**config.mk**
```make
export PLATFORM = sky130hd
export DESIGN_NAME = epd_host_command_decoder
export DESIGN_NICKNAME = d
export VERILOG_FILES = /design/src/epd_host_command_decoder.v /design/src/epd_strobe_sync.v
export VERILOG_INCLUDE_DIRS = /design/src
export SDC_FILE = /design/constraint.sdc
export NUM_CORES = 1
export LEC_CHECK = 0
export ABC_AREA = 1
export BUFFER_PORTS_ARGS = -buffer_cell sky130_fd_sc_hd__buf_2
export CAP_MARGIN = 20
export CORE_AREA = 2 2 281 172
export DETAILED_ROUTE_END_ITERATION = 6
export DIE_AREA = 0 0 283 174
export PLACE_DENSITY = 0.62
export SKIP_LAST_GASP = 1
export SLEW_MARGIN = 25
export SYNTH_ARGS = -nofsm -noshare
export SYNTH_HDL_FRONTEND = slang
export SYNTH_SLANG_ARGS = --single-unit
export TNS_END_PERCENT = 30
```
**constraint.sdc**
```tcl
create_clock -name sys_clk_i -period 8.3 [get_ports sys_clk_i]
set_input_delay 0.415 -clock sys_clk_i [delete_from_list [all_inputs] [get_ports sys_clk_i]]
set_output_delay 0.415 -clock sys_clk_i [all_outputs]
set_load 0.01 [all_outputs]
```
**src/epd_cmd_consts.vh**
```
// constants for the display controller host-command decoder
`ifndef EPD_CMD_CONSTS_VH
`define EPD_CMD_CONSTS_VH

// ****************************************
// command codes
// ****************************************
`define CMD_LOAD_FULL      8'ha0
`define CMD_STOP_LOAD      8'ha1
`define CMD_DISP_FULL      8'ha2
`define CMD_LOAD_PART      8'hb0
`define CMD_DISP_PART      8'hb1
`define CMD_VERSION        8'he0
`define CMD_DISP_SIZE      8'he2
`define CMD_SOFT_RESET     8'hee
`define CMD_GO_NORMAL      8'hf0
`define CMD_GO_SLEEP       8'hf1
`define CMD_GO_STANDBY     8'hf2
`define CMD_SET_DEPTH      8'hf3
`define CMD_ORIENT         8'hf5
`define CMD_POSITIVE       8'hf7
`define CMD_NEGATIVE       8'hf8
`define CMD_FLASH_WR       8'h01
`define CMD_FLASH_RD       8'h02
`define CMD_REG_WR         8'h10

// ****************************************
// arguments, answers, defaults
// ****************************************
`define DEPTH_1BIT         8'h00
`define DEPTH_2BIT         8'h02
`define DISP_SIZE_CODE     8'h22
`define ORIENT_RESET       2'h1
`define PART_COORD_BYTES   4'h8
`define FLASH_ADDR_BYTES   4'h3
`define FULL_BYTES_1BIT    24'h00ea60
`define FULL_BYTES_2BIT    24'h01d4c0
`define ALIGN_MASK         16'h0003

// power modes
`define PMODE_NORMAL       2'h0
`define PMODE_SLEEP        2'h1
`define PMODE_STANDBY      2'h2

`endif

```
**src/epd_host_command_decoder.v**
```verilog
// host-command decoder: bytes from the host bus to settings, answers and actions
`timescale 1ns/1ps
`include "epd_cmd_consts.vh"

// Overview of operation
// RL1: host must display after each partial load before loading another partial picture
// RL2: partial load takes eight coordinate bytes, x1 y1 x2 y2, two bytes each
// RL3: host gives coordinates aligned to four-pixel steps
// RL4: load ends when region byte count reached or stop-loading arrives; code sees stop-loading only before a partial load's first data byte
// RL5: drawing and setting commands accepted only in normal mode
// RL6: display-partial behaves exactly like full display
// RL7: version query returns one byte, normal or sleep mode
// RL8: size query returns fixed byte, normal or sleep mode
// RL9: soft reset resets everything like hardware reset, normal or sleep; code keeps part_x1_o to part_y2_o
// RL10: soft reset runs after strobe returns high; others run on acknowledge
// RL11: host waits about twenty microseconds after soft reset
// RL12: return-to-normal accepted only in sleep mode
// RL13: sleep stops primary clock, runs on slow clock
// RL14: standby halts everything including host link; wake-up sequence only exit
// RL15: host sends nothing after standby, waits 600 us before wake-up
// RL16: depth argument selects one or two bits; others reserved
// RL17: depth changes data format only; full screen 60kB or 120kB
// RL18: orientation codes zero to three rotate 0 to 270 degrees; portrait default
// RL19: orientation and polarity affect only later loads
// RL20: positive gradation default; negative swaps black and white
// RL21: flash write takes three address and one data byte; read returns one
// RL22: register write takes address then data, returns nothing
// RL23: stop-loading aborts any load, normal mode only; code aborts only a partial load before its first data byte
// RL24: loaded data goes to sram; shown only on display command
// RL25: commands invalid in current mode are ignored without side effects
module epd_host_command_decoder #(
  parameter [7:0] VERSION_CODE = 8'h5a   // arbitrary value
) (
  input  wire        sys_clk_i,
  input  wire        nrst_i,
  input  wire        host_write_strobe_n_i,
  input  wire [7:0]  host_data_i,
  input  wire        host_read_strobe_n_i,
  input  wire [7:0]  flash_rd_data_i,
  input  wire        wake_up_i,
  output reg         host_ack_n_o,
  output reg  [7:0]  host_rd_data_o,
  output reg         host_rd_valid_o,
  output reg  [1:0]  power_mode_o,
  output reg         primary_clk_en_o,
  output reg         slow_clk_en_o,
  output reg         depth_2bit_o,
  output reg         depth_reserved_o,
  output reg  [1:0]  orient_o,
  output reg         negative_o,
  output reg         load_active_o,
  output reg         sram_wr_o,
  output reg  [7:0]  sram_data_o,
  output reg  [1:0]  load_orient_o,
  output reg         load_negative_o,
  output reg         display_o,
  output reg  [15:0] part_x1_o,
  output reg  [15:0] part_y1_o,
  output reg  [15:0] part_x2_o,
  output reg  [15:0] part_y2_o,
  output reg         part_mode_o,
  output reg         flash_wr_o,
  output reg         flash_rd_o,
  output reg  [23:0] flash_addr_o,
  output reg  [7:0]  flash_wr_data_o,
  output reg         reg_wr_o,
  output reg  [7:0]  reg_addr_o,
  output reg  [7:0]  reg_data_o,
  output reg         soft_reset_o
);

  // ****************************************
  // decoder states, one-hot
  // ****************************************
  localparam [5:0] S_IDLE  = 6'h01;
  localparam [5:0] S_ARG   = 6'h02;
  localparam [5:0] S_COORD = 6'h04;
  localparam [5:0] S_DATA  = 6'h08;
  localparam [5:0] S_FLASH = 6'h10;
  localparam [5:0] S_REG   = 6'h20;

  wire       fall;
  wire       rise;
  reg  [5:0] state_r;
  reg  [7:0] cmd_r;
  reg  [3:0] argn_r;
  reg  [23:0] left_r;
  reg        part_pending_r;
  reg        reset_armed_r;
  reg  [63:0] coord_r;
  wire       normal = (power_mode_o == `PMODE_NORMAL);
  wire       awake  = normal | (power_mode_o == `PMODE_SLEEP);
  wire [15:0] w_px;
  wire [15:0] h_px;
  wire [23:0] area_px;
  wire [23:0] part_bytes;

  epd_strobe_sync u_sync (
    .sys_clk_i  (sys_clk_i),
    .nrst_i     (nrst_i),
    .strobe_n_i (host_write_strobe_n_i),
    .fall_o     (fall),
    .rise_o     (rise)
  );

  // region size from latched coordinates; area of 800x600 fits 24 bits
  assign w_px       = part_x2_o - part_x1_o + 16'h0001;
  assign h_px       = part_y2_o - part_y1_o + 16'h0001;
  assign area_px    = w_px[11:0] * h_px[11:0];
  assign part_bytes = depth_2bit_o ? {2'h0, area_px[23:2]} : {3'h0, area_px[23:3]}; // [RL17]

  // ****************************************
  // command engine
  // ****************************************
  always @(posedge sys_clk_i or negedge nrst_i) begin
    if (!nrst_i) begin
      state_r          <= S_IDLE;
      cmd_r            <= 8'h00;
      argn_r           <= 4'h0;
      left_r           <= 24'h000000;
      part_pending_r   <= 1'b0;
      reset_armed_r    <= 1'b0;
      coord_r          <= 64'h0;
      host_ack_n_o     <= 1'b1;
      host_rd_data_o   <= 8'h00;
      host_rd_valid_o  <= 1'b0;
      power_mode_o     <= `PMODE_NORMAL;
      primary_clk_en_o <= 1'b1;
      slow_clk_en_o    <= 1'b1;
      depth_2bit_o     <= 1'b0;
      depth_reserved_o <= 1'b0;
      orient_o         <= `ORIENT_RESET;
      negative_o       <= 1'b0;
      load_active_o    <= 1'b0;
      sram_wr_o        <= 1'b0;
      sram_data_o      <= 8'h00;
      load_orient_o    <= `ORIENT_RESET;
      load_negative_o  <= 1'b0;
      display_o        <= 1'b0;
      part_x1_o        <= 16'h0000;
      part_y1_o        <= 16'h0000;
      part_x2_o        <= 16'h0000;
      part_y2_o        <= 16'h0000;
      part_mode_o      <= 1'b0;
      flash_wr_o       <= 1'b0;
      flash_rd_o       <= 1'b0;
      flash_addr_o     <= 24'h000000;
      flash_wr_data_o  <= 8'h00;
      reg_wr_o         <= 1'b0;
      reg_addr_o       <= 8'h00;
      reg_data_o       <= 8'h00;
      soft_reset_o     <= 1'b0;
    end else begin
      sram_wr_o    <= 1'b0;
      display_o    <= 1'b0;
      flash_wr_o   <= 1'b0;
      flash_rd_o   <= 1'b0;
      reg_wr_o     <= 1'b0;
      soft_reset_o <= 1'b0;
      if (!host_read_strobe_n_i)
        host_rd_valid_o <= 1'b0;
      if (flash_rd_o) begin
        host_rd_data_o  <= flash_rd_data_i; // [RL21]
        host_rd_valid_o <= 1'b1;
      end
      if (power_mode_o == `PMODE_STANDBY) begin
        if (rise)
          host_ack_n_o <= 1'b1; // finish the standby write, else ack stays low past wake-up
        if (wake_up_i) begin // [RL14]
          power_mode_o     <= `PMODE_NORMAL;
          primary_clk_en_o <= 1'b1;
          slow_clk_en_o    <= 1'b1;
        end
      end else if (rise) begin
        host_ack_n_o <= 1'b1;
        if (reset_armed_r) begin
          // fire only after strobe is back high so the ack completes
          reset_armed_r <= 1'b0;
          soft_reset_o  <= 1'b1; // [RL10] [RL9]
        end
      end else if (fall) begin
        host_ack_n_o <= 1'b0;
        case (state_r)
          S_IDLE: begin
            cmd_r  <= host_data_i;
            argn_r <= 4'h0;
            case (host_data_i)
              `CMD_LOAD_FULL: if (normal) begin // [RL5]
                state_r         <= S_DATA;
                left_r          <= depth_2bit_o ? `FULL_BYTES_2BIT : `FULL_BYTES_1BIT; // [RL17]
                load_active_o   <= 1'b1;
                part_mode_o     <= 1'b0;
                load_orient_o   <= orient_o; // [RL19]
                load_negative_o <= negative_o;
              end
              `CMD_LOAD_PART: if (normal && !part_pending_r) begin // [RL5] [RL1]
                state_r <= S_COORD;
              end
              `CMD_DISP_FULL, `CMD_DISP_PART: if (normal) begin
                display_o      <= 1'b1; // [RL6] [RL24]
                part_pending_r <= 1'b0;
              end
              `CMD_STOP_LOAD: if (normal) load_active_o <= 1'b0; // [RL23]
              `CMD_VERSION: if (awake) begin
                host_rd_data_o  <= VERSION_CODE; // [RL7]
                host_rd_valid_o <= 1'b1;
              end
              `CMD_DISP_SIZE: if (awake) begin
                host_rd_data_o  <= `DISP_SIZE_CODE; // [RL8]
                host_rd_valid_o <= 1'b1;
              end
              `CMD_SOFT_RESET: if (awake) reset_armed_r <= 1'b1; // [RL10]
              `CMD_GO_NORMAL: if (power_mode_o == `PMODE_SLEEP) begin // [RL12]
                power_mode_o     <= `PMODE_NORMAL;
                primary_clk_en_o <= 1'b1;
              end
              `CMD_GO_SLEEP: if (awake) begin
                power_mode_o     <= `PMODE_SLEEP; // [RL13]
                primary_clk_en_o <= 1'b0;
              end
              `CMD_GO_STANDBY: if (awake) begin
                power_mode_o     <= `PMODE_STANDBY; // [RL14]
                primary_clk_en_o <= 1'b0;
                slow_clk_en_o    <= 1'b0;
              end
              `CMD_SET_DEPTH, `CMD_ORIENT: if (normal) state_r <= S_ARG;
              `CMD_POSITIVE: if (normal) negative_o <= 1'b0; // [RL20]
              `CMD_NEGATIVE: if (normal) negative_o <= 1'b1; // [RL20]
              `CMD_FLASH_WR, `CMD_FLASH_RD: if (normal) state_r <= S_FLASH;
              `CMD_REG_WR: if (normal) state_r <= S_REG;
              default: ; // unknown codes: ignored; wrong-mode codes are dropped by their own mode test [RL25]
            endcase
          end
          S_ARG: begin
            state_r <= S_IDLE;
            if (cmd_r == `CMD_SET_DEPTH) begin
              depth_2bit_o     <= (host_data_i == `DEPTH_2BIT); // [RL16]
              depth_reserved_o <= (host_data_i != `DEPTH_2BIT) && (host_data_i != `DEPTH_1BIT);
            end else begin
              orient_o <= host_data_i[1:0]; // [RL18]
            end
          end
          S_COORD: begin
            coord_r <= {coord_r[55:0], host_data_i}; // [RL2]
            argn_r  <= argn_r + 4'h1;
            if (argn_r == `PART_COORD_BYTES - 4'h1) begin
              // start low bits are cleared and end low bits set; host must keep 4-pixel steps
              part_x1_o       <= coord_r[55:40] & ~`ALIGN_MASK; // [RL3]
              part_y1_o       <= coord_r[39:24] & ~`ALIGN_MASK;
              part_x2_o       <= coord_r[23:8] | `ALIGN_MASK;
              part_y2_o       <= {coord_r[7:0], host_data_i} | `ALIGN_MASK;
              state_r         <= S_DATA;
              left_r          <= 24'h000000;
              load_active_o   <= 1'b1;
              part_mode_o     <= 1'b1;
              part_pending_r  <= 1'b1;
              load_orient_o   <= orient_o; // [RL19]
              load_negative_o <= negative_o;
            end
          end
          S_DATA: begin
            if (!load_active_o) begin
              // load was stopped: byte is a new command byte, retry next strobe
              state_r <= S_IDLE;
            end else if (host_data_i == `CMD_STOP_LOAD && left_r == 24'h000000 && part_mode_o) begin
              load_active_o <= 1'b0;
              state_r       <= S_IDLE;
            end else begin
              sram_wr_o   <= 1'b1; // [RL24]
              sram_data_o <= host_data_i;
              // partial counts up: its size is known only once the coordinates are latched
              left_r      <= part_mode_o ? left_r + 24'h000001 : left_r - 24'h000001;
              if (part_mode_o ? (left_r + 24'h000001 == part_bytes) : (left_r == 24'h000001)) begin
                load_active_o <= 1'b0; // [RL4]
                state_r       <= S_IDLE;
              end
            end
          end
          S_FLASH: begin
            argn_r <= argn_r + 4'h1;
            if (argn_r < `FLASH_ADDR_BYTES)
              flash_addr_o <= {flash_addr_o[15:0], host_data_i}; // [RL21]
            if (argn_r == `FLASH_ADDR_BYTES - 4'h1 && cmd_r == `CMD_FLASH_RD) begin
              flash_rd_o <= 1'b1;
              state_r    <= S_IDLE;
            end
            if (argn_r == `FLASH_ADDR_BYTES) begin
              flash_wr_data_o <= host_data_i;
              flash_wr_o      <= 1'b1; // [RL21]
              state_r         <= S_IDLE;
            end
          end
          S_REG: begin
            argn_r <= argn_r + 4'h1;
            if (argn_r == 4'h0) begin
              reg_addr_o <= host_data_i; // [RL22]
            end else begin
              reg_data_o <= host_data_i;
              reg_wr_o   <= 1'b1; // [RL22]
              state_r    <= S_IDLE;
            end
          end
          default: state_r <= S_IDLE;
        endcase
      end
      if (soft_reset_o) begin
        // hardware-reset values, except part_x1_o to part_y2_o, coord_r and cmd_r, which keep theirs [RL9]
        state_r          <= S_IDLE;
        part_pending_r   <= 1'b0;
        power_mode_o     <= `PMODE_NORMAL;
        primary_clk_en_o <= 1'b1;
        depth_2bit_o     <= 1'b0;
        depth_reserved_o <= 1'b0;
        orient_o         <= `ORIENT_RESET;
        negative_o       <= 1'b0;
        load_active_o    <= 1'b0;
        host_rd_valid_o  <= 1'b0;
        host_rd_data_o   <= 8'h00;
        slow_clk_en_o    <= 1'b1;
        argn_r           <= 4'h0;
        left_r           <= 24'h000000;
        load_orient_o    <= `ORIENT_RESET;
        load_negative_o  <= 1'b0;
        part_mode_o      <= 1'b0;
        sram_data_o      <= 8'h00;
        flash_addr_o     <= 24'h000000;
        flash_wr_data_o  <= 8'h00;
        reg_addr_o       <= 8'h00;
        reg_data_o       <= 8'h00;
      end
    end
  end

endmodule // epd_host_command_decoder

```
**src/epd_strobe_sync.v**
```verilog
// write-strobe edge detector for the host bus
`timescale 1ns/1ps
module epd_strobe_sync (
  input  wire sys_clk_i,
  input  wire nrst_i,
  input  wire strobe_n_i,
  output reg  fall_o,
  output reg  rise_o
);
  reg last_r;

  always @(posedge sys_clk_i or negedge nrst_i) begin
    if (!nrst_i) begin
      last_r <= 1'b1;
      fall_o <= 1'b0;
      rise_o <= 1'b0;
    end else begin
      last_r <= strobe_n_i;
      fall_o <= last_r & ~strobe_n_i;
      rise_o <= ~last_r & strobe_n_i;
    end
  end
endmodule // epd_strobe_sync

```
==> results by group <==
Outcome
  • Outcome: finished, final reports clean

Detailed routing
  • Routed wire length: 52700 µm
  • Vias/cell: 5.07
  • TritonRoute pass-1 iters: 6
  • Wirelength per Cell: 17.0 µm
  • Post-route ant nets: 0
  • Drt drc: 0
  • Vias: 15734
  • 1st-iter DRT viols: 1553

Cells and area
  • Commonest non-fill, non-tap cell in the layout: nand2_1
  • Nets: 2666
  • Area Growth Syn to Fin: 14.0%
  • Fillers: 4864
  • Layout cells sized above 1: 0.121
  • Antenna diodes: 0
  • Commonest non-fill, non-tap cells in the layout: nand2_1 (535), inv_1 (386), o21ai_0 (244), dfrtp_1 (239), nor2_1 (191)

STA
  • Max_slew headroom: 0.328
  • Final setup viols: 0
  • Final worst-path cycle share: 0.953
  • RSZ-0062 raised after global routing: no
  • Worst-Margin Slew: 1.01 ns
  • Worst Skew: 0.0115 ns
  • Fmax: 126 MHz
  • Worst Slack Setup Final: 0.392 ns
  • Fin crit period: 7.91 ns
  • Pins Over Slew Limit: 0
  • Final setup TNS: 0 ns
  • Final hold violation count: 0

Pwr
  • Tot Pwr: 3.66 mW
  • Worst VDD drop: 0.000138 V
  • Power Density: 183 mW/mm²
  • Clock share of power: 0.324
  • Lkg Pwr: 10.2 nW
  • NetSw: 1.32 mW
  • Internal power of the cells: 2.34 mW
  • Sequential Power Share: 0.419
  • Sw Ratio: 0.360
  • Logic pwr share: 0.257

Setup path
  • WP data required: 8.74 ns
  • Critical path data arrival time: 8.35 ns
  • Worst path depth: 38
  • CP Launch Point: part_y1_o[3]$_DFFE_PN0P_
  • R2R cell count: 38
  • CP Max Fanout: 7
  • Worst path slowest cell: fa_1
  • CP Launch Type: flop
  • CP delay by family, top: adder cells
  • Slack of the worst reg-to-reg path: 0.39 ns
  • Crit path top cell by count: nand2_1
  • Worst Setup EP: state_r[5]$_DFFE_PN0P_
  • Worst setup path class: reg -> reg
  • CP bufs+invs: 4
  • Crit Reg-Reg Endpoint: state_r[5]$_DFFE_PN0P_
  • RR Startpoint: part_y1_o[3]$_DFFE_PN0P_
  • CP peak stage delay: 0.54 ns
  • Critical Path Sink Type: flop

CTS
  • Clock Sinks: 246
  • Clock latency on the worst-skew pair: 0.56 ns
  • Num CTS Buffers: 26
  • CTS tree: yes
  • CTS H-tree lvls: 1
  • Reg clk slew, reported paths: 0.07 ns
  • CTS root buf: clkbuf_16
  • CTS Buffer Depth: 3

Yosys
  • Gate Count Post-Synth: 2298
  • Sequential area share after synthesis: 0.352
  • Syn. warnings: 0
  • FF+latch count, synth: 246
  • Top-area cell type share of the netlist area: 0.341
  • Synth Area per Inst: 7.63 µm²
  • Distinct cells, synth: 50
  • Ys async rst share: 1.00
  • Yosys top cell by area: dfrtp_1
  • Leading post-synthesis cells by cell area: dfrtp_1 (34%), nand2_1 (11%), fa_1 (9.0%), ha_1 (8.4%), inv_1 (8.3%)
  • Cell area after synthesis: 0.0175 mm²
  • Top FF cell, synth: dfrtp_1
  • Number of synthesized flops with an enable pin: 0

GRT
  • Vias in the first global route: 14920
  • Global Route Usage Sum: 0.213
  • Initial antenna violation count: 1
  • Gr ovfl total: 0
  • Largest net degree at the start of global routing: 114
  • First-pass GRT wire length: 83600 µm

Min path
  • HP Class: in -> reg

Job
  • Max_cap viols: 0

Floorplan
  • IO Pins: 171
  • Die W: 283 µm
  • Die Ht: 174 µm
  • Core area: 0.0469 mm²
  • Rows: 62
  • Die Area: 0.0492 mm²
  • Initial Utilization: 0.373

Placement
  • Setup slack at placement: 0.495 ns
  • Final HPWL DP: 41500 µm
  • Final GP Congestion: 1.02
  • Port Buffer Count: 166
logic make-up (layout without fill, tap and decap cells):
group,count (synthesis),in the layout,share of synthesized area
buffers and inverters,471,636,0.104
adder cells (fa/ha/maj),196,196,0.174
AND/OR/NAND/NOR,977,977,0.237
AO/OA/AOI/OAI,360,360,0.108
flip-flops,246,246,0.352
multiplexers,7,7,0.00421
XOR/XNOR,40,40,0.0213
other,1,4,0.000214
worst min-delay path by stage:
stage | slack [ns] | to | cells after the start | startpoint
floorplan | 0.12 | argn_r[0]$_DFFE_PN0P_ | 0 | nrst_i
global placement | 0.46 | load_orient_o[0]$_DFFE_PN1P_ | 2 | load_orient_o[0]$_DFFE_PN1P_
detailed placement | 0.46 | load_orient_o[0]$_DFFE_PN1P_ | 2 | load_orient_o[0]$_DFFE_PN1P_
CTS | 0.09 | host_rd_data_o[0]$_DFF_PN0_ | 3 | flash_rd_data_i[0]
global route | 0.12 | host_rd_data_o[0]$_DFF_PN0_ | 3 | flash_rd_data_i[0]
finish | 0.12 | host_rd_data_o[0]$_DFF_PN0_ | 3 | flash_rd_data_i[0]
layout make-up:
type / instances / area (µm²) / share of cell area
Multi-Input combinational cell: 1584 / 9600 / 0.481
Sequential cell: 246 / 6160 / 0.309
Inverter: 400 / 1500 / 0.0752
Timing Repair Buffer: 191 / 1040 / 0.0521
Tap cell: 640 / 801 / 0.0401
Clock buffer: 38 / 746 / 0.0373
Clock inverter: 7 / 119 / 0.00595
tightest hold or removal path: stages:
cell and delay (ns):
buf_2 0.07, mux2i_1 0.06, nor2_1 0.09
through the flow:
step,instance area (µm²),cells,hold slack [ns],utilization
after global placement,19000,3058,0.456,0.406
after CTS,19900,3105,0.0935,0.425
after global routing,20000,3106,0.117,0.426
after floorplan,17500,2301,0.119,-
final,20000,3106,0.117,0.426
after detailed placement,19100,3058,0.462,0.406
sequential cells by signal, indices dropped and copies added, names as in the netlist, 14 cells and up:
name / cells
flash_addr_o: 24
part_x1_o: 14
part_y2_o: 14
left_r: 24
part_x2_o: 15
coord_r: 56
part_y1_o: 14
metal layers:
layer,global-route usage,share of wire,vias to the layer above
met1,0.337,0.51,7544
li1,-,-,7561
met2,0.290,0.39,565
met5,0,0.00025,-
met4,0.0412,0.018,2
met3,0.0497,0.082,62
power groups by stage:
| stage | sequential [mW] | clock, mW | combinational, mW |
|---|---|---|---|
| after floorplan | 1.50 | 0 | 0.649 |
| after global placement | 1.54 | 0 | 0.912 |
| after detailed placement | 1.55 | 0 | 0.927 |
| after CTS | 1.53 | 1.21 | 0.933 |
| after global routing | 1.56 | 1.26 | 1.06 |
| final | 1.53 | 1.18 | 0.941 |
synthesized netlist by cell type (4+ instances only):
master,instances
mux2i_1,4
o22ai_1,11
nor3_1,23
xnor2_1,5
nand2_1,536
dfstp_2,7
clkbuf_1,41
nand3_2,4
a211oi_1,4
o21ai_0,244
a21oi_1,61
or2_2,10
buf_1,10
o211ai_1,4
inv_2,11
buf_4,10
fa_1,79
a31oi_1,4
dfrtp_1,239
buf_2,10
nor2_1,192
nor2_2,12
nand3_1,148
inv_1,387
nor4_1,12
ha_1,117
nor2_4,5
xor2_1,32
nand4_1,18
o21ai_1,19
repair_timing:
item	in CTS	in global routing
buffers inserted	0	1
endpoints found under the setup margin	0	7
endpoints found under the hold margin	84	0
hold buffers	2	0
gates resized for setup	0	4
(Power assumes the default switching activity.)
